$ cat src/rtl/pci_pkg.sv
/*
  Package for the pin change interrupt block: register offsets, field masks,
  reset values and the bus carrier structs.
  Assumes a 32-bit classic Wishbone slave port with word-aligned registers.
*/
package pci_pkg;

  // ---------------------------------------------------------------------------
  // Register byte offsets
  // ---------------------------------------------------------------------------
  localparam logic [7:0] PORTA_RISE_ENABLE_OFS  = 8'h00;
  localparam logic [7:0] PORTA_FALL_ENABLE_OFS  = 8'h04;
  localparam logic [7:0] PORTA_CHANGE_FLAGS_OFS = 8'h08;
  localparam logic [7:0] PORTB_RISE_ENABLE_OFS  = 8'h0c;
  localparam logic [7:0] PORTB_FALL_ENABLE_OFS  = 8'h10;
  localparam logic [7:0] PORTB_CHANGE_FLAGS_OFS = 8'h14;
  localparam logic [7:0] PORTC_RISE_ENABLE_OFS  = 8'h18;
  localparam logic [7:0] PORTC_FALL_ENABLE_OFS  = 8'h1c;
  localparam logic [7:0] PORTC_CHANGE_FLAGS_OFS = 8'h20;
  localparam logic [7:0] IRQ_CONTROL_OFS        = 8'h24;
  localparam logic [7:0] IRQ_STATUS_OFS         = 8'h28;
  localparam logic [7:0] IRQ_MASK_OFS           = 8'h2c;

  // ---------------------------------------------------------------------------
  // Field layout and reset values
  // ---------------------------------------------------------------------------
  localparam logic [7:0] PORTA_MASK_SMALL = 8'h3f;
  localparam logic [7:0] PORTA_MASK_LARGE = 8'hff;
  localparam logic [7:0] PORTB_MASK_LARGE = 8'hf0;
  localparam logic [7:0] PORTC_MASK_SMALL = 8'h3f;
  localparam logic [7:0] PORTC_MASK_LARGE = 8'hff;
  localparam logic [7:0] REG_RESET        = 8'h00;
  localparam int         MASTER_EN_BIT    = 0;
  localparam int         SUMMARY_BIT      = 1;
  localparam int         EVT_SUMMARY_BIT  = 0;
  localparam int         EVT_WAKE_BIT     = 1;
  localparam logic [1:0] EVT_RESET        = 2'h0;
  localparam logic [2:0] SYNC_RESET       = 3'h0;

  // ---------------------------------------------------------------------------
  // Carriers
  // ---------------------------------------------------------------------------
  typedef struct packed {
    logic        cyc;
    logic        stb;
    logic        we;
    logic [7:0]  adr;
    logic [3:0]  sel;
    logic [31:0] dat;
  } pci_wb_req_t;

  typedef struct packed {
    logic        ack;
    logic [31:0] dat;
  } pci_wb_rsp_t;

  typedef struct packed {
    logic [7:0] a;
    logic [7:0] b;
    logic [7:0] c;
  } pci_pins_t;

endpackage : pci_pkg

$ cat src/rtl/pci_top.sv
/*
  Pin change interrupt controller with a classic Wishbone register port.
  Assumes one 10 MHz clock, synchronous active-low reset, and an upstream
  CPU that samples irq_out and wake_out as levels.
*/
`timescale 1ns/1ps
`default_nettype none

// What this block does
// - Second port upper pins set flags on enabled edges.
// - Second port bits three to zero read zero.
// - Third port rise enable arms rising detection.
// - Third port fall enable arms falling detection.
// - Third port flag sets on enabled edge.
// - Flags set by hardware, cleared by software.
// - All enables and flags reset to zero.
// - Top bits, second port only on large package.
// - Summary interrupt gated by master enable only.
// - Summary flag is read-only OR of flags.
// - Edge during flag write keeps flag set.
// - Change event wakes device when master enabled.
module pci_top #(
  parameter bit LARGE_PACKAGE = 1'b1
) (
  input  wire logic                 mclk_in,
  input  wire logic                 reset_n_in,
  input  wire pci_pkg::pci_wb_req_t wb_req_in,
  output pci_pkg::pci_wb_rsp_t      wb_rsp_out,
  input  wire pci_pkg::pci_pins_t   pins_in,
  output logic                      irq_out,
  output logic                      wake_out
);

  // ---------------------------------------------------------------------------
  // State
  // ---------------------------------------------------------------------------
  typedef struct packed {
    logic [7:0]  a_rise;
    logic [7:0]  a_fall;
    logic [7:0]  a_flag;
    logic [7:0]  b_rise;
    logic [7:0]  b_fall;
    logic [7:0]  b_flag;
    logic [7:0]  c_rise;
    logic [7:0]  c_fall;
    logic [7:0]  c_flag;
    logic        master_en;
    logic [1:0]  evt_status;
    logic [1:0]  evt_mask;
    logic        ack;
    logic [31:0] rdata;
  } pci_state_t;

  pci_state_t st_q;
  pci_state_t st_d;

  // Unimplemented bits are masked at the write and again at detection.
  localparam logic [7:0] MASK_A = LARGE_PACKAGE ? pci_pkg::PORTA_MASK_LARGE : pci_pkg::PORTA_MASK_SMALL;
  localparam logic [7:0] MASK_B = LARGE_PACKAGE ? pci_pkg::PORTB_MASK_LARGE : pci_pkg::REG_RESET;
  localparam logic [7:0] MASK_C = LARGE_PACKAGE ? pci_pkg::PORTC_MASK_LARGE : pci_pkg::PORTC_MASK_SMALL;

  // ---------------------------------------------------------------------------
  // Edge detection
  // ---------------------------------------------------------------------------
  logic [7:0] rise_a;
  logic [7:0] fall_a;
  logic [7:0] rise_b;
  logic [7:0] fall_b;
  logic [7:0] rise_c;
  logic [7:0] fall_c;

  pci_edge_detect u_edge_a (
    .mclk_in    (mclk_in),
    .reset_n_in (reset_n_in),
    .pins_in    (pins_in.a),
    .rise_out   (rise_a),
    .fall_out   (fall_a)
  );

  pci_edge_detect u_edge_b (
    .mclk_in    (mclk_in),
    .reset_n_in (reset_n_in),
    .pins_in    (pins_in.b),
    .rise_out   (rise_b),
    .fall_out   (fall_b)
  );

  pci_edge_detect u_edge_c (
    .mclk_in    (mclk_in),
    .reset_n_in (reset_n_in),
    .pins_in    (pins_in.c),
    .rise_out   (rise_c),
    .fall_out   (fall_c)
  );

  logic [7:0] hit_a;
  logic [7:0] hit_b;
  logic [7:0] hit_c;
  logic       summary;
  logic       any_hit;

  assign hit_a   = ((rise_a & st_q.a_rise) | (fall_a & st_q.a_fall)) & MASK_A;
  assign hit_b   = ((rise_b & st_q.b_rise) | (fall_b & st_q.b_fall)) & MASK_B;
  assign hit_c   = ((rise_c & st_q.c_rise) | (fall_c & st_q.c_fall)) & MASK_C;
  assign summary = |{st_q.a_flag, st_q.b_flag, st_q.c_flag};
  assign any_hit = |{hit_a, hit_b, hit_c};

  // ---------------------------------------------------------------------------
  // Bus decode
  // ---------------------------------------------------------------------------
  logic       access;
  logic       wr;
  logic [7:0] wbyte;

  assign access = wb_req_in.cyc & wb_req_in.stb & ~st_q.ack;
  assign wr     = access & wb_req_in.we & wb_req_in.sel[0];
  assign wbyte  = wb_req_in.dat[7:0];

  function automatic logic [7:0] flag_next(input logic [7:0] cur,
                                           input logic [7:0] hit,
                                           input logic       do_wr,
                                           input logic [7:0] val,
                                           input logic [7:0] mask);
    logic [7:0] base;
    base = do_wr ? (cur & val) : cur;
    // A set in the same cycle as the write wins over the clear.
    return (base | hit) & mask;
  endfunction : flag_next

  // ---------------------------------------------------------------------------
  // Next state
  // ---------------------------------------------------------------------------
  always_comb begin
    st_d     = st_q;
    st_d.ack = access;
    if (wr) begin
      case (wb_req_in.adr)
        pci_pkg::PORTA_RISE_ENABLE_OFS: st_d.a_rise = wbyte & MASK_A;
        pci_pkg::PORTA_FALL_ENABLE_OFS: st_d.a_fall = wbyte & MASK_A;
        pci_pkg::PORTB_RISE_ENABLE_OFS: st_d.b_rise = wbyte & MASK_B;
        pci_pkg::PORTB_FALL_ENABLE_OFS: st_d.b_fall = wbyte & MASK_B;
        pci_pkg::PORTC_RISE_ENABLE_OFS: st_d.c_rise = wbyte & MASK_C;
        pci_pkg::PORTC_FALL_ENABLE_OFS: st_d.c_fall = wbyte & MASK_C;
        pci_pkg::IRQ_CONTROL_OFS:       st_d.master_en = wbyte[pci_pkg::MASTER_EN_BIT];
        pci_pkg::IRQ_MASK_OFS:          st_d.evt_mask = wbyte[1:0];
        default: begin
        end
      endcase
    end
    st_d.a_flag = flag_next(st_q.a_flag, hit_a, wr && wb_req_in.adr == pci_pkg::PORTA_CHANGE_FLAGS_OFS,
                            wbyte, MASK_A);
    st_d.b_flag = flag_next(st_q.b_flag, hit_b, wr && wb_req_in.adr == pci_pkg::PORTB_CHANGE_FLAGS_OFS,
                            wbyte, MASK_B);
    st_d.c_flag = flag_next(st_q.c_flag, hit_c, wr && wb_req_in.adr == pci_pkg::PORTC_CHANGE_FLAGS_OFS,
                            wbyte, MASK_C);
    // Event status is write-one-to-clear; a new event in the same cycle wins.
    if (wr && wb_req_in.adr == pci_pkg::IRQ_STATUS_OFS) begin
      st_d.evt_status = st_q.evt_status & ~wbyte[1:0];
    end
    if (any_hit) begin
      st_d.evt_status[pci_pkg::EVT_SUMMARY_BIT] = 1'b1;
    end
    if (any_hit && st_q.master_en) begin
      st_d.evt_status[pci_pkg::EVT_WAKE_BIT] = 1'b1;
    end
    st_d.rdata = 32'h0000_0000;
    if (access && !wb_req_in.we) begin
      case (wb_req_in.adr)
        pci_pkg::PORTA_RISE_ENABLE_OFS:  st_d.rdata[7:0] = st_q.a_rise;
        pci_pkg::PORTA_FALL_ENABLE_OFS:  st_d.rdata[7:0] = st_q.a_fall;
        pci_pkg::PORTA_CHANGE_FLAGS_OFS: st_d.rdata[7:0] = st_q.a_flag;
        pci_pkg::PORTB_RISE_ENABLE_OFS:  st_d.rdata[7:0] = st_q.b_rise;
        pci_pkg::PORTB_FALL_ENABLE_OFS:  st_d.rdata[7:0] = st_q.b_fall;
        pci_pkg::PORTB_CHANGE_FLAGS_OFS: st_d.rdata[7:0] = st_q.b_flag;
        pci_pkg::PORTC_RISE_ENABLE_OFS:  st_d.rdata[7:0] = st_q.c_rise;
        pci_pkg::PORTC_FALL_ENABLE_OFS:  st_d.rdata[7:0] = st_q.c_fall;
        pci_pkg::PORTC_CHANGE_FLAGS_OFS: st_d.rdata[7:0] = st_q.c_flag;
        pci_pkg::IRQ_CONTROL_OFS: begin
          st_d.rdata[pci_pkg::MASTER_EN_BIT] = st_q.master_en;
          st_d.rdata[pci_pkg::SUMMARY_BIT]   = summary;
        end
        pci_pkg::IRQ_STATUS_OFS:  st_d.rdata[1:0] = st_q.evt_status;
        pci_pkg::IRQ_MASK_OFS:    st_d.rdata[1:0] = st_q.evt_mask;
        default: begin
        end
      endcase
    end
  end

  // ---------------------------------------------------------------------------
  // Registers
  // ---------------------------------------------------------------------------
  always_ff @(posedge mclk_in) begin
    if (!reset_n_in) begin
      st_q.a_rise     <= pci_pkg::REG_RESET;
      st_q.a_fall     <= pci_pkg::REG_RESET;
      st_q.a_flag     <= pci_pkg::REG_RESET;
      st_q.b_rise     <= pci_pkg::REG_RESET;
      st_q.b_fall     <= pci_pkg::REG_RESET;
      st_q.b_flag     <= pci_pkg::REG_RESET;
      st_q.c_rise     <= pci_pkg::REG_RESET;
      st_q.c_fall     <= pci_pkg::REG_RESET;
      st_q.c_flag     <= pci_pkg::REG_RESET;
      st_q.master_en  <= 1'b0;
      st_q.evt_status <= pci_pkg::EVT_RESET;
      st_q.evt_mask   <= pci_pkg::EVT_RESET;
      st_q.ack        <= 1'b0;
      st_q.rdata      <= 32'h0000_0000;
    end else begin
      st_q <= st_d;
    end
  end

  // ---------------------------------------------------------------------------
  // Outputs
  // ---------------------------------------------------------------------------
  // Port flags keep setting with the master enable clear; it gates wake_out, the summary term of irq_out and the wake status bit.
  assign irq_out        = (st_q.master_en & summary) | |(st_q.evt_status & st_q.evt_mask);
  assign wake_out       = st_q.master_en & summary;
  assign wb_rsp_out.ack = st_q.ack;
  assign wb_rsp_out.dat = st_q.rdata;

endmodule : pci_top

`default_nettype wire

$ cat src/rtl/pci_edge_detect.sv
/*
  Synchroniser and edge detector for one port of eight pins.
  Assumes the pins are asynchronous to mclk_in; one clock, synchronous reset.
*/
`timescale 1ns/1ps
`default_nettype none

module pci_edge_detect (
  input  wire logic       mclk_in,
  input  wire logic       reset_n_in,
  input  wire logic [7:0] pins_in,
  output logic      [7:0] rise_out,
  output logic      [7:0] fall_out
);

  // ---------------------------------------------------------------------------
  // Per-pin synchroniser
  // ---------------------------------------------------------------------------
  typedef struct packed {
    logic [2:0] sync;
    logic [2:0] fill;
    logic       level;
    logic       primed;
  } pci_bit_state_t;

  genvar gi;
  generate
    for (gi = 0; gi < 8; gi++) begin : g_pin
      pci_bit_state_t st_q;
      pci_bit_state_t st_d;
      logic           agree;
      // A change counts only once stages 1 and 2 agree, so a one-cycle glitch is dropped.
      assign agree = (st_q.sync[1] == st_q.sync[2]);
      always_comb begin
        st_d      = st_q;
        st_d.sync = {st_q.sync[1:0], pins_in[gi]};
        st_d.fill = {st_q.fill[1:0], 1'b1};
        if (st_q.fill[2] && agree) begin
          st_d.level  = st_q.sync[2];
          st_d.primed = 1'b1;
        end
      end
      always_ff @(posedge mclk_in) begin
        if (!reset_n_in) begin
          st_q.sync   <= pci_pkg::SYNC_RESET;
          st_q.fill   <= pci_pkg::SYNC_RESET;
          st_q.level  <= 1'b0;
          st_q.primed <= 1'b0;
        end else begin
          st_q <= st_d;
        end
      end
      // Edges are held back after reset until the pin level is known, so a high pin is no false edge.
      assign rise_out[gi] = st_q.primed & agree & st_q.sync[2] & ~st_q.level;
      assign fall_out[gi] = st_q.primed & agree & ~st_q.sync[2] & st_q.level;
    end
  endgenerate

endmodule : pci_edge_detect

`default_nettype wire

$ cat config.mk
export PLATFORM = sky130hd
export DESIGN_NAME = pci_top
export DESIGN_NICKNAME = d
export VERILOG_FILES = /design/src/rtl/pci_pkg.sv /design/src/rtl/pci_top.sv /design/src/rtl/pci_edge_detect.sv
export SDC_FILE = /design/constraint.sdc
export NUM_CORES = 1
export LEC_CHECK = 0
export BUFFER_PORTS_ARGS = -buffer_cell sky130_fd_sc_hd__buf_2
export CORE_MARGIN = 2
export CORE_UTILIZATION = 51
export CTS_BUF_LIST = sky130_fd_sc_hd__clkbuf_16
export CTS_CLUSTER_DIAMETER = 50
export DETAILED_ROUTE_END_ITERATION = 16
export HOLD_SLACK_MARGIN = 0.06
export PLACE_DENSITY = 0.79
export SLEW_MARGIN = 15
export SYNTH_ARGS = -nofsm -noshare
export SYNTH_HDL_FRONTEND = slang
export SYNTH_SLANG_ARGS = --single-unit
$ cat constraint.sdc
create_clock -name mclk_in -period 2.55 [get_ports mclk_in]
set_clock_uncertainty 0.2 [all_clocks]
set_input_delay 0.1275 -clock mclk_in [delete_from_list [all_inputs] [get_ports mclk_in]]
set_output_delay 0.1275 -clock mclk_in [all_outputs]
set_load 0.05 [all_outputs]
==> results_tabular.tex, run 1 <==
\begin{tabular}{lr}
\hline
Metric & Value \\
\hline
\multicolumn{2}{l}{\textbf{Final layout}} \\
\quad Net count reported at finish & 938 \\
\quad N\_diodes & 0 \\
\quad Layout overhead on the synthesized area & 16.8\% \\
\quad Final cell area excluding filler cells & 0.00868 mm² \\
\quad Post-Layout Cell Count & 1,061 \\
\quad Utilization after layout & 60.4\% \\
\quad Layout cell share with drive strength beyond 1 & between 10\% and 20\% \\
\multicolumn{2}{l}{\textbf{Worst setup path}} \\
\quad Data required time of the worst path & 2670 ps \\
\quad Startpoint of the most critical register-to-register path & wb\_rsp\_out[32]\$\_SDFF\_PN0\_ \\
\quad Worst R2R Setup Slack & $\sim$300 ps \\
\quad Sort of element at the start of the critical path & input port \\
\quad Critical setup path kind & in2reg \\
\quad Ordered cell list for the critical path & dlygate4sd3\_1, buf\_2, nand2\_1, dlygate4sd3\_1, nor3\_1, nand3b\_1, nor2\_1, a21boi\_0 \\
\quad Worst-case reg-to-reg path depth & 4 \\
\quad Worst path top cell family by delay & buffers and inverters \\
\quad Dominant cell type by count on the critical path & dlygate4sd3\_1 \\
\quad Highest fanout seen on the critical path & 4 \\
\quad Worst Path Arrival & 2460 ps \\
\quad Endpoint class of the critical path & register \\
\quad Destination of the critical timing path & wb\_rsp\_out[3]\$\_SDFF\_PN0\_ \\
\quad Number of cells on the critical path & 8 \\
\quad Critical Path Slowest Stage Cell & dlygate4sd3\_1 \\
\quad Highest cell delay on the worst timing path & 580 ps \\
\quad First element of the critical path & wb\_req\_in[45] \\
\quad Buf+Inv Stages, Crit Path & 3 \\
\quad Worst flop-to-flop path endpoint & st\_q[88]\$\_SDFF\_PN0\_ \\
\multicolumn{2}{l}{\textbf{Floorplanning}} \\
\quad Starting utilization of the core area & 51.8\% \\
\quad Core box area & 0.0144 mm² \\
\quad \# IOs & 108 \\
\quad Die Footprint & 0.0156 mm² \\
\quad Chip width & 125 µm \\
\quad Placement Rows & 44 \\
\quad Chip Height & $\sim$120 µm \\
\multicolumn{2}{l}{\textbf{Route}} \\
\quad DR WL/cell & $\sim$16 µm \\
\quad DRC viols & 0 \\
\quad Length of the first detailed-routing pass in iterations & 5 \\
\quad Count of antenna-violating nets left after detailed routing & 0 \\
\quad Routed wire length & 17.0 mm \\
\quad Via total after detailed routing & about 5,900 \\
\quad Via-to-Cell Ratio & 5.57 \\
\quad Number of design-rule violations left by the first detailed-router iteration & 615 \\
\multicolumn{2}{l}{\textbf{Clocking}} \\
\quad Number of clock sinks & 177 \\
\quad Num CTS Buffers & 17 \\
\quad Root buf cell & clkbuf\_16 \\
\quad CTS max path bufs & 2 \\
\quad Clock latency of the later-clocked register in the worst-skew pair & 430 ps \\
\quad Clock input transition at the sequential cells of the worst setup and hold paths & about 60 ps \\
\quad H-Tree Depth & 4 \\
\quad TritonCTS clock tree & yes \\
\multicolumn{2}{l}{\textbf{Flow run}} \\
\quad Number of max-cap violations & 0 \\
\multicolumn{2}{l}{\textbf{Synth}} \\
\quad Primary flip-flop cell chosen by synthesis mapping & dfxtp\_1 \\
\quad Syn Area/Cell & 9.43 µm² \\
\quad Share of synthesized flip-flops with an asynchronous set or reset & 0\% \\
\quad Register area share after synthesis & 47.6\% \\
\quad Netlist area before placement & 0.00744 mm² \\
\quad Number of instances in the synthesized netlist & slightly below 800 \\
\quad Most common library cells after synthesis & dfxtp\_1, nor2\_1, a21oi\_1 \\
\quad \#FFs+latches synth & 177 \\
\quad Most area-hungry cell type in the Yosys netlist & dfxtp\_1 \\
\quad Number of enable flip-flop cells after synthesis & 0 \\
\quad Most common cell in the netlist & dfxtp\_1 \\
\quad Number of distinct library cells after synthesis & 52 \\
\quad Top cells by area, synth & dfxtp\_1, mux2i\_1, and2\_1 \\
\quad Number of warnings printed during yosys synthesis & 0 \\
\quad Proportion of netlist area held by the largest area contributor & 47.6\% \\
\multicolumn{2}{l}{\textbf{Timing}} \\
\quad Finish-stage setup viols & 0 \\
\quad Slew at the pin closest to its max-slew limit & 691 ps \\
\quad Setup\_tns & 0 ps \\
\quad Number of max-slew violations in the final report & 0 \\
\quad Min cycle time layout & 2340 ps \\
\quad Share of the clock period used by the worst path after layout & between 90\% and 100\% \\
\quad Setup repair after global routing missed its margin & no \\
\quad Final hold violation count & 0 \\
\quad Achievable frequency & between 400 and 500 MHz \\
\quad Tightest slew margin relative to the limit & between 50\% and 60\% \\
\multicolumn{2}{l}{\textbf{Global route}} \\
\quad Number of antenna violations at the first check in global routing & 0 \\
\quad Largest net degree at the start of global routing & 65 \\
\quad Global-route wire length before repair & approximately 28 mm \\
\quad Overall global routing resource usage & between 20\% and 30\% \\
\quad Via count of the first global-routing pass & 5,474 \\
\quad Gr ovfl total & 0 \\
\multicolumn{2}{l}{\textbf{Pwr}} \\
\quad Peak VDD IR & slightly below 500 µV \\
\quad Post-layout total power & between 5 and 6 mW \\
\quad Power Dens Cells & between 600 and 700 mW/mm² \\
\quad Leakage power total & 3.37 nW \\
\multicolumn{2}{l}{\textbf{Placement}} \\
\quad Number of I/O port buffers & 52 \\
\quad Placed cell count & 995 \\
\quad Post-DP HPWL & approximately 12 mm \\
\quad Final RePlAce weighted congestion & 0.957 \\
\quad Placed inst area & 0.00777 mm² \\
\multicolumn{2}{l}{\textbf{Hold path}} \\
\quad Worst min path class & in2reg \\
\multicolumn{2}{l}{\textbf{Outcome}} \\
\quad Status & finished, final reports clean \\
\hline
\end{tabular}
==> area by class of cell <==
class | count | area [µm²]
flip-flops and latches | 177 | 3540
multi-input cells | 556 | 3540
clock buffers | 17 | 425
well taps | 184 | 230
fillers | 1232 | 5690
clock inverters | 14 | 124
repair buffers | 109 | 801
inverters | 4 | 15.0
==> worst min-delay path by stage <==
| stage | from | cells after the start | slack [ps] | to |
|---|---|---|---|---|
| floorplan | reset_n_in | 0 | -40 | u_edge_a.g_pin[6].st_d[3]$_DFF_P_ |
| global placement | pins_in[14] | 2 | 130 | u_edge_b.g_pin[6].st_d[6]$_SDFF_PN0_ |
| detailed placement | pins_in[12] | 2 | 140 | u_edge_b.g_pin[4].st_d[6]$_SDFF_PN0_ |
| CTS | wb_req_in[43] | 4 | 80 | wb_rsp_out[0]$_SDFF_PN0_ |
| global route | wb_req_in[36] | 4 | 110 | wb_rsp_out[0]$_SDFF_PN0_ |
| finish | wb_req_in[36] | 4 | 100 | wb_rsp_out[7]$_SDFF_PN0_ |
==> placed cells by master (no fill, tap or decap), types with 4 or more instances in the layout <==
cell           Yosys  layout
conb_1             1      24
a21oi_1           70      70
a22oi_1           13      13
dfxtp_1          177     177
o22ai_1            5       5
xnor2_1           20      20
buf_4             34      20
o2bb2ai_1          4       4
nor3_4             5       5
o21ai_1            9       9
and4b_1           20      20
nor4_1             5       5
buf_2             10      52
nor3_1             9       7
nor4bb_1          20      20
nand2_1           39      39
clkbuf_16          0      17
clkinv_1           1       7
nor2_1            78      78
nand3_1            5       5
and2_1            62      62
mux2i_1           50      50
o21ai_0           57      57
dlygate4sd3_1      0      35
a21o_1            20      20
nand4_1            5       5
inv_1              3       4
==> kinds of logic (layout without fill, tap and decap cells) <==
family          after synthesis  in the layout  synth area share, %
flops                       177            177                 47.6
simple gates                266            266                 21.5
xor+xnor                     20             20                 2.36
compound gates              193            193                 15.0
mux                          53             53                 7.34
other cells                   1             24               0.0504
buf+inv                      79            144                 6.07
==> flip-flops by register name (all words and copies together) (netlist names) <==
signal	cells
wb_rsp_out	9
u_edge_c.g_pin.st_q	24
u_edge_a.g_pin.st_q	25
u_edge_c.g_pin.st_d	17
u_edge_a.g_pin.st_d	17
u_edge_b.g_pin.st_d	8
u_edge_b.g_pin.st_q	12
st_q	65
==> what timing repair did <==
action                                  CTS  global route
hold endpoints to repair                 93             0
hold buffers                             36             0
endpoints found under the setup margin    0             2
resized for setup                         0             2
setup buffers                             0             0
==> where the power goes <==
group	internal, mW	leakage (nW)	total [mW]	switching, mW
Sequential	2.82	1.44	2.87	0.0417
Combinational	0.128	1.66	0.361	0.232
Clock	1.41	0.267	2.43	1.02
==> per-stage QoR <==
stage / hold slack, ps / worst slack, ps
6_report: 97.4 / 214
5_1_grt: 111 / 76.1
4_1_cts: 75.4 / 163
3_5_place_dp: 136 / 351
3_3_place_gp: 132 / 370
2_1_floorplan: -44.8 / 475
==> metal layers <==
metal	wire, µm	GRT usage [%]	share of wire, %
met4	489	10.3	2.9
met3	993	4.94	5.8
met1	7910	30.1	46
met5	0	0	0
met2	7630	34.2	45
==> tightest hold or removal path, cell delays in order <==
cell      delay (ps)
buf_2            140
nor2_1           110
nand3b_1         210
nor3_2            80
Power figures use the tool's default switching activity.
==> run 2: changes to the inputs <==
Settings changed: ABC_AREA set to 1.
==> run 2 against run 1 <==
Effect of this change:
- first-iteration DRC count down 11%
- critical path depth unchanged
- routed wire length fell by 0.62%
- final cell count rose by 23%
- design area rose by 0.62%
- worst setup slack got worse by 56 ps
- global-route usage fell by 0.45 points
- critical path type is now reg2reg
- critical endpoint is now st_q[105]$_SDFFE_PN0P_
==> results_tabular.tex, run 2 <==
\begin{tabular}{lr}
\hline
Metric & Value \\
\hline
\multicolumn{2}{l}{\textbf{Global route}} \\
\quad Via count of the first global-routing pass & 5,743 (was 5,474) \\
\quad Gr ovfl total & 0 (unchanged) \\
\quad Overall global routing resource usage & 21.9\% (was 22.3\%) \\
\quad Number of antenna violations at the first check in global routing & 0 (unchanged) \\
\quad Global-route wire length before repair & 27.7 mm (was 27.8 mm) \\
\quad Largest net degree at the start of global routing & 140 (was 65) \\
\multicolumn{2}{l}{\textbf{Timing}} \\
\quad Min cycle time layout & 2390 ps (was 2340 ps) \\
\quad Finish-stage setup viols & 0 (unchanged) \\
\quad Tightest slew margin relative to the limit & 62.9\% (was 53.9\%) \\
\quad Setup\_tns & 0 ps (unchanged) \\
\quad Achievable frequency & 418 MHz (was 428 MHz) \\
\quad Number of max-slew violations in the final report & 0 (unchanged) \\
\quad Final hold violation count & 0 (unchanged) \\
\quad Setup repair after global routing missed its margin & no (unchanged) \\
\quad Share of the clock period used by the worst path after layout & 93.8\% (was 91.6\%) \\
\quad Slew at the pin closest to its max-slew limit & 557 ps (was 691 ps) \\
\multicolumn{2}{l}{\textbf{Floorplanning}} \\
\quad Chip width & 125 µm (about the same) \\
\quad Starting utilization of the core area & 51.8\% (about the same) \\
\quad Core box area & 0.0144 mm² (about the same) \\
\quad Die Footprint & 0.0156 mm² (about the same) \\
\quad Placement Rows & 44 (unchanged) \\
\quad \# IOs & 108 (unchanged) \\
\quad Chip Height & 125 µm (about the same) \\
\multicolumn{2}{l}{\textbf{Route}} \\
\quad Via total after detailed routing & 6,484 (was 5,908) \\
\quad Via-to-Cell Ratio & 4.96 (was 5.57) \\
\quad DR WL/cell & 12.9 µm (was 16.0 µm) \\
\quad Routed wire length & 16.9 mm (was 17.0 mm) \\
\quad Number of design-rule violations left by the first detailed-router iteration & 547 (was 615) \\
\quad Length of the first detailed-routing pass in iterations & 5 (unchanged) \\
\quad Count of antenna-violating nets left after detailed routing & 0 (unchanged) \\
\quad DRC viols & 0 (unchanged) \\
\multicolumn{2}{l}{\textbf{Hold path}} \\
\quad HP Start & wb\_req\_in[36] (unchanged) \\
\quad Sink of the worst hold path & st\_q[37]\$\_SDFFE\_PN0P\_ (was wb\_rsp\_out[7]\$\_SDFF\_PN0\_) \\
\quad Worst min path class & in2reg (unchanged) \\
\quad Number of cells on the worst hold path & 8 (was 4) \\
\multicolumn{2}{l}{\textbf{Final layout}} \\
\quad Most frequent standard cell in the layout excluding fill and tap cells & nand2\_1 (was dfxtp\_1) \\
\quad Layout overhead on the synthesized area & 17.0\% (was 16.8\%) \\
\quad Net count reported at finish & 1,183 (was 938) \\
\quad Highest-count cells in the layout ignoring fill and taps & nand2\_1, dfxtp\_1, inv\_1, nor2\_1, a21oi\_1 (was dfxtp\_1, nor2\_1, a21oi\_1, and2\_1, o21ai\_0) \\
\quad Flip-flop count of the largest register after layout & 65 (unchanged) \\
\quad N\_diodes & 0 (unchanged) \\
\quad Layout cell share with drive strength beyond 1 & 11.3\% (was 13.1\%) \\
\quad Filler instances & 1,290 (was 1,232) \\
\quad Register with the highest flop count & st\_q (unchanged) \\
\quad Register area & 0.00354 mm² (unchanged) \\
\quad Area occupied by multi-input gates & 0.00299 mm² (was 0.00354 mm²) \\
\quad Top flop regs & st\_q (65), u\_edge\_a.g\_pin.st\_q (25), u\_edge\_c.g\_pin.st\_q (24) (unchanged) \\
\multicolumn{2}{l}{\textbf{Worst setup path}} \\
\quad Worst Path Arrival & 2500 ps (was 2460 ps) \\
\quad Worst R2R Setup Slack & 160 ps (was 300 ps) \\
\quad Dominant cell type by count on the critical path & nor2\_4 (was dlygate4sd3\_1) \\
\quad Highest cell delay on the worst timing path & 610 ps (was 580 ps) \\
\quad Buf+Inv Stages, Crit Path & 3 (unchanged) \\
\quad Worst-case reg-to-reg path depth & 8 (was 4) \\
\quad Sort of element at the start of the critical path & register (was input port) \\
\quad Worst path top cell family by delay & buffers and inverters (unchanged) \\
\quad Endpoint class of the critical path & register (unchanged) \\
\quad Critical setup path kind & reg2reg (was in2reg) \\
\quad Data required time of the worst path & 2660 ps (was 2670 ps) \\
\quad Critical Path Slowest Stage Cell & dlygate4sd3\_1 (unchanged) \\
\quad Startpoint of the most critical register-to-register path & wb\_rsp\_out[32]\$\_SDFF\_PN0\_ (unchanged) \\
\quad Worst flop-to-flop path endpoint & st\_q[105]\$\_SDFFE\_PN0P\_ (was st\_q[88]\$\_SDFF\_PN0\_) \\
\quad Ordered cell list for the critical path & nand3b\_4, dlygate4sd3\_1, nor2\_4, inv\_4, nor2\_4, inv\_2, o21ai\_0, a21oi\_1 (was dlygate4sd3\_1, buf\_2, nand2\_1, dlygate4sd3\_1, nor3\_1, nand3b\_1, nor2\_1, a21boi\_0) \\
\quad Highest fanout seen on the critical path & 10 (was 4) \\
\multicolumn{2}{l}{\textbf{Synth}} \\
\quad Number of instances in the synthesized netlist & 1,035 (was 789) \\
\quad Netlist area before placement & 0.00747 mm² (was 0.00744 mm²) \\
\quad Syn Area/Cell & 7.22 µm² (was 9.43 µm²) \\
\quad Top cells by area, synth & dfxtp\_1, nand2\_1, inv\_1 (was dfxtp\_1, mux2i\_1, and2\_1) \\
\quad Number of enable flip-flop cells after synthesis & 0 (unchanged) \\
\quad Most area-hungry cell type in the Yosys netlist & dfxtp\_1 (unchanged) \\
\quad Simple-gate share of the synthesized area & 23.6\% (was 21.5\%) \\
\quad Synthesized-area fraction occupied by xor and xnor cells & 0\% (was 2.36\%) \\
\quad Most common cell in the netlist & nand2\_1 (was dfxtp\_1) \\
\quad Number of distinct library cells after synthesis & 36 (was 52) \\
\quad Primary flip-flop cell chosen by synthesis mapping & dfxtp\_1 (unchanged) \\
\quad Mux contribution to synthesized area & 0\% (was 7.34\%) \\
\quad Dominant combinational cell family by area after synthesis & simple AND/OR/NAND/NOR gates (unchanged) \\
\quad Register area share after synthesis & 47.4\% (was 47.6\%) \\
\quad Share of the synthesized area in compound gates (AO/OA/AOI/OAI) & 15.2\% (was 15.0\%) \\
\quad \#FFs+latches synth & 177 (unchanged) \\
\quad Share of synthesized flip-flops with an asynchronous set or reset & 0\% (unchanged) \\
\quad Most common library cells after synthesis & nand2\_1, dfxtp\_1, inv\_1 (was dfxtp\_1, nor2\_1, a21oi\_1) \\
\quad Proportion of netlist area held by the largest area contributor & 47.4\% (was 47.6\%) \\
\quad Adder-cell share of the synthesized area & 0\% (unchanged) \\
\quad Number of warnings printed during yosys synthesis & 0 (unchanged) \\
\multicolumn{2}{l}{\textbf{Pwr}} \\
\quad Cell internal pwr & 4.78 mW (was 4.36 mW) \\
\quad Power Dens Cells & 702 mW/mm² (was 652 mW/mm²) \\
\quad Switching fraction of total power & 22.0\% (was 22.9\%) \\
\quad Part of the total power dissipated in the clock network & 46.7\% (was 43.0\%) \\
\quad Leakage power total & 4.25 nW (was 3.37 nW) \\
\quad Peak VDD IR & 520 µV (was 485 µV) \\
\quad Post-layout total power & 6.14 mW (was 5.66 mW) \\
\quad Combinational power share & 6.4\% (about the same) \\
\quad Switching component of the power & 1.35 mW (was 1.29 mW) \\
\quad Flop pwr share & 46.9\% (was 50.6\%) \\
\multicolumn{2}{l}{\textbf{Clocking}} \\
\quad Number of clock sinks & 177 (unchanged) \\
\quad Clock latency of the later-clocked register in the worst-skew pair & 430 ps (about the same) \\
\quad Post-cts hold buffer count & 38 (was 36) \\
\quad TritonCTS clock tree & yes (unchanged) \\
\quad CTS max path bufs & 2 (unchanged) \\
\quad Clock input transition at the sequential cells of the worst setup and hold paths & 60 ps (about the same) \\
\quad Num CTS Buffers & 17 (unchanged) \\
\quad Root buf cell & clkbuf\_16 (unchanged) \\
\quad Gates resized, CTS repair & 0 (unchanged) \\
\quad Post-CTS repair timing setup buffer count & 0 (unchanged) \\
\quad H-Tree Depth & 4 (unchanged) \\
\multicolumn{2}{l}{\textbf{Placement}} \\
\quad Number of I/O port buffers & 52 (unchanged) \\
\quad Final RePlAce weighted congestion & 0.921 (was 0.957) \\
\quad Post-DP HPWL & 11.5 mm (was 11.7 mm) \\
\multicolumn{2}{l}{\textbf{Flow run}} \\
\quad Number of max-cap violations & 0 (unchanged) \\
\multicolumn{2}{l}{\textbf{Outcome}} \\
\quad Status & finished, final reports clean (unchanged) \\
\hline
\end{tabular}
==> run 2: power by group through the flow <==
stage / sequential, mW / clock (mW) / combinational [mW]
5_1_grt: 2.88 / 3.01 / 0.433
3_3_place_gp: 2.93 / 0 / 0.337
2_1_floorplan: 2.93 / 0 / 0.288
4_1_cts: 2.88 / 2.91 / 0.388
3_5_place_dp: 2.94 / 0 / 0.342
6_report: 2.88 / 2.87 / 0.391
==> run 2: worst max-delay path by stage <==
stage                                    startpoint                      to  slack [ps]  depth (start not counted)
after floorplan           wb_rsp_out[32]$_SDFF_PN0_  st_q[100]$_SDFFE_PN0P_        1010                          8
final                     wb_rsp_out[32]$_SDFF_PN0_  st_q[105]$_SDFFE_PN0P_         160                          8
after global placement                wb_req_in[43]     st_q[45]$_SDFF_PN0_         790                          9
after global routing      wb_rsp_out[32]$_SDFF_PN0_   st_q[46]$_SDFFE_PN0P_          30                          8
after CTS                 wb_rsp_out[32]$_SDFF_PN0_  st_q[105]$_SDFFE_PN0P_         170                          8
after detailed placement              wb_req_in[43]     st_q[44]$_SDFF_PN0_         770                          9
==> run 2: per-layer routing <==
metal,global-route usage [%],routed length (µm)
met5,0,0
met4,8.56,432
met3,4.11,973
met2,35.4,7710
met1,29.1,7800
==> run 2: cell families after synthesis <==
| logic type | after synthesis |
|---|---|
| buf+inv | 232 |
| simple gates | 416 |
| compound gates | 209 |
| flops | 177 |
| other cells | 1 |
==> run 2: cell type report <==
| class | count | area share (%) |
|---|---|---|
| Clock buffer | 17 | 4.87 |
| Clock inverter | 15 | 2.55 |
| Inverter | 172 | 7.45 |
| Multi-Input combinational cell | 649 | 34.2 |
| Sequential cell | 177 | 40.6 |
| Tap cell | 184 | 2.63 |
| Timing Repair Buffer | 93 | 7.76 |
==> run 2: metrics by stage <==
| stage | util, % | cell area [µm²] | hold slack, ps | instances | setup slack, ps |
|---|---|---|---|---|---|
| final | 60.6 | 8740 | 87.0 | 1307 | 158 |
| after detailed placement | 53.4 | 7710 | 111 | 1237 | 770 |
| after global routing | 60.6 | 8740 | 127 | 1307 | 26.3 |
| after CTS | 60.6 | 8740 | 80.0 | 1307 | 173 |
| after global placement | 53.4 | 7710 | 108 | 1237 | 790 |
| after floorplan | - | 7560 | -44.8 | 1058 | 1010 |
==> run 2: tightest hold or removal path: cells and delay by family <==
family          cells  cell delay [ps]
simple gates        5              310
compound gates      1               60
buf+inv             2              150
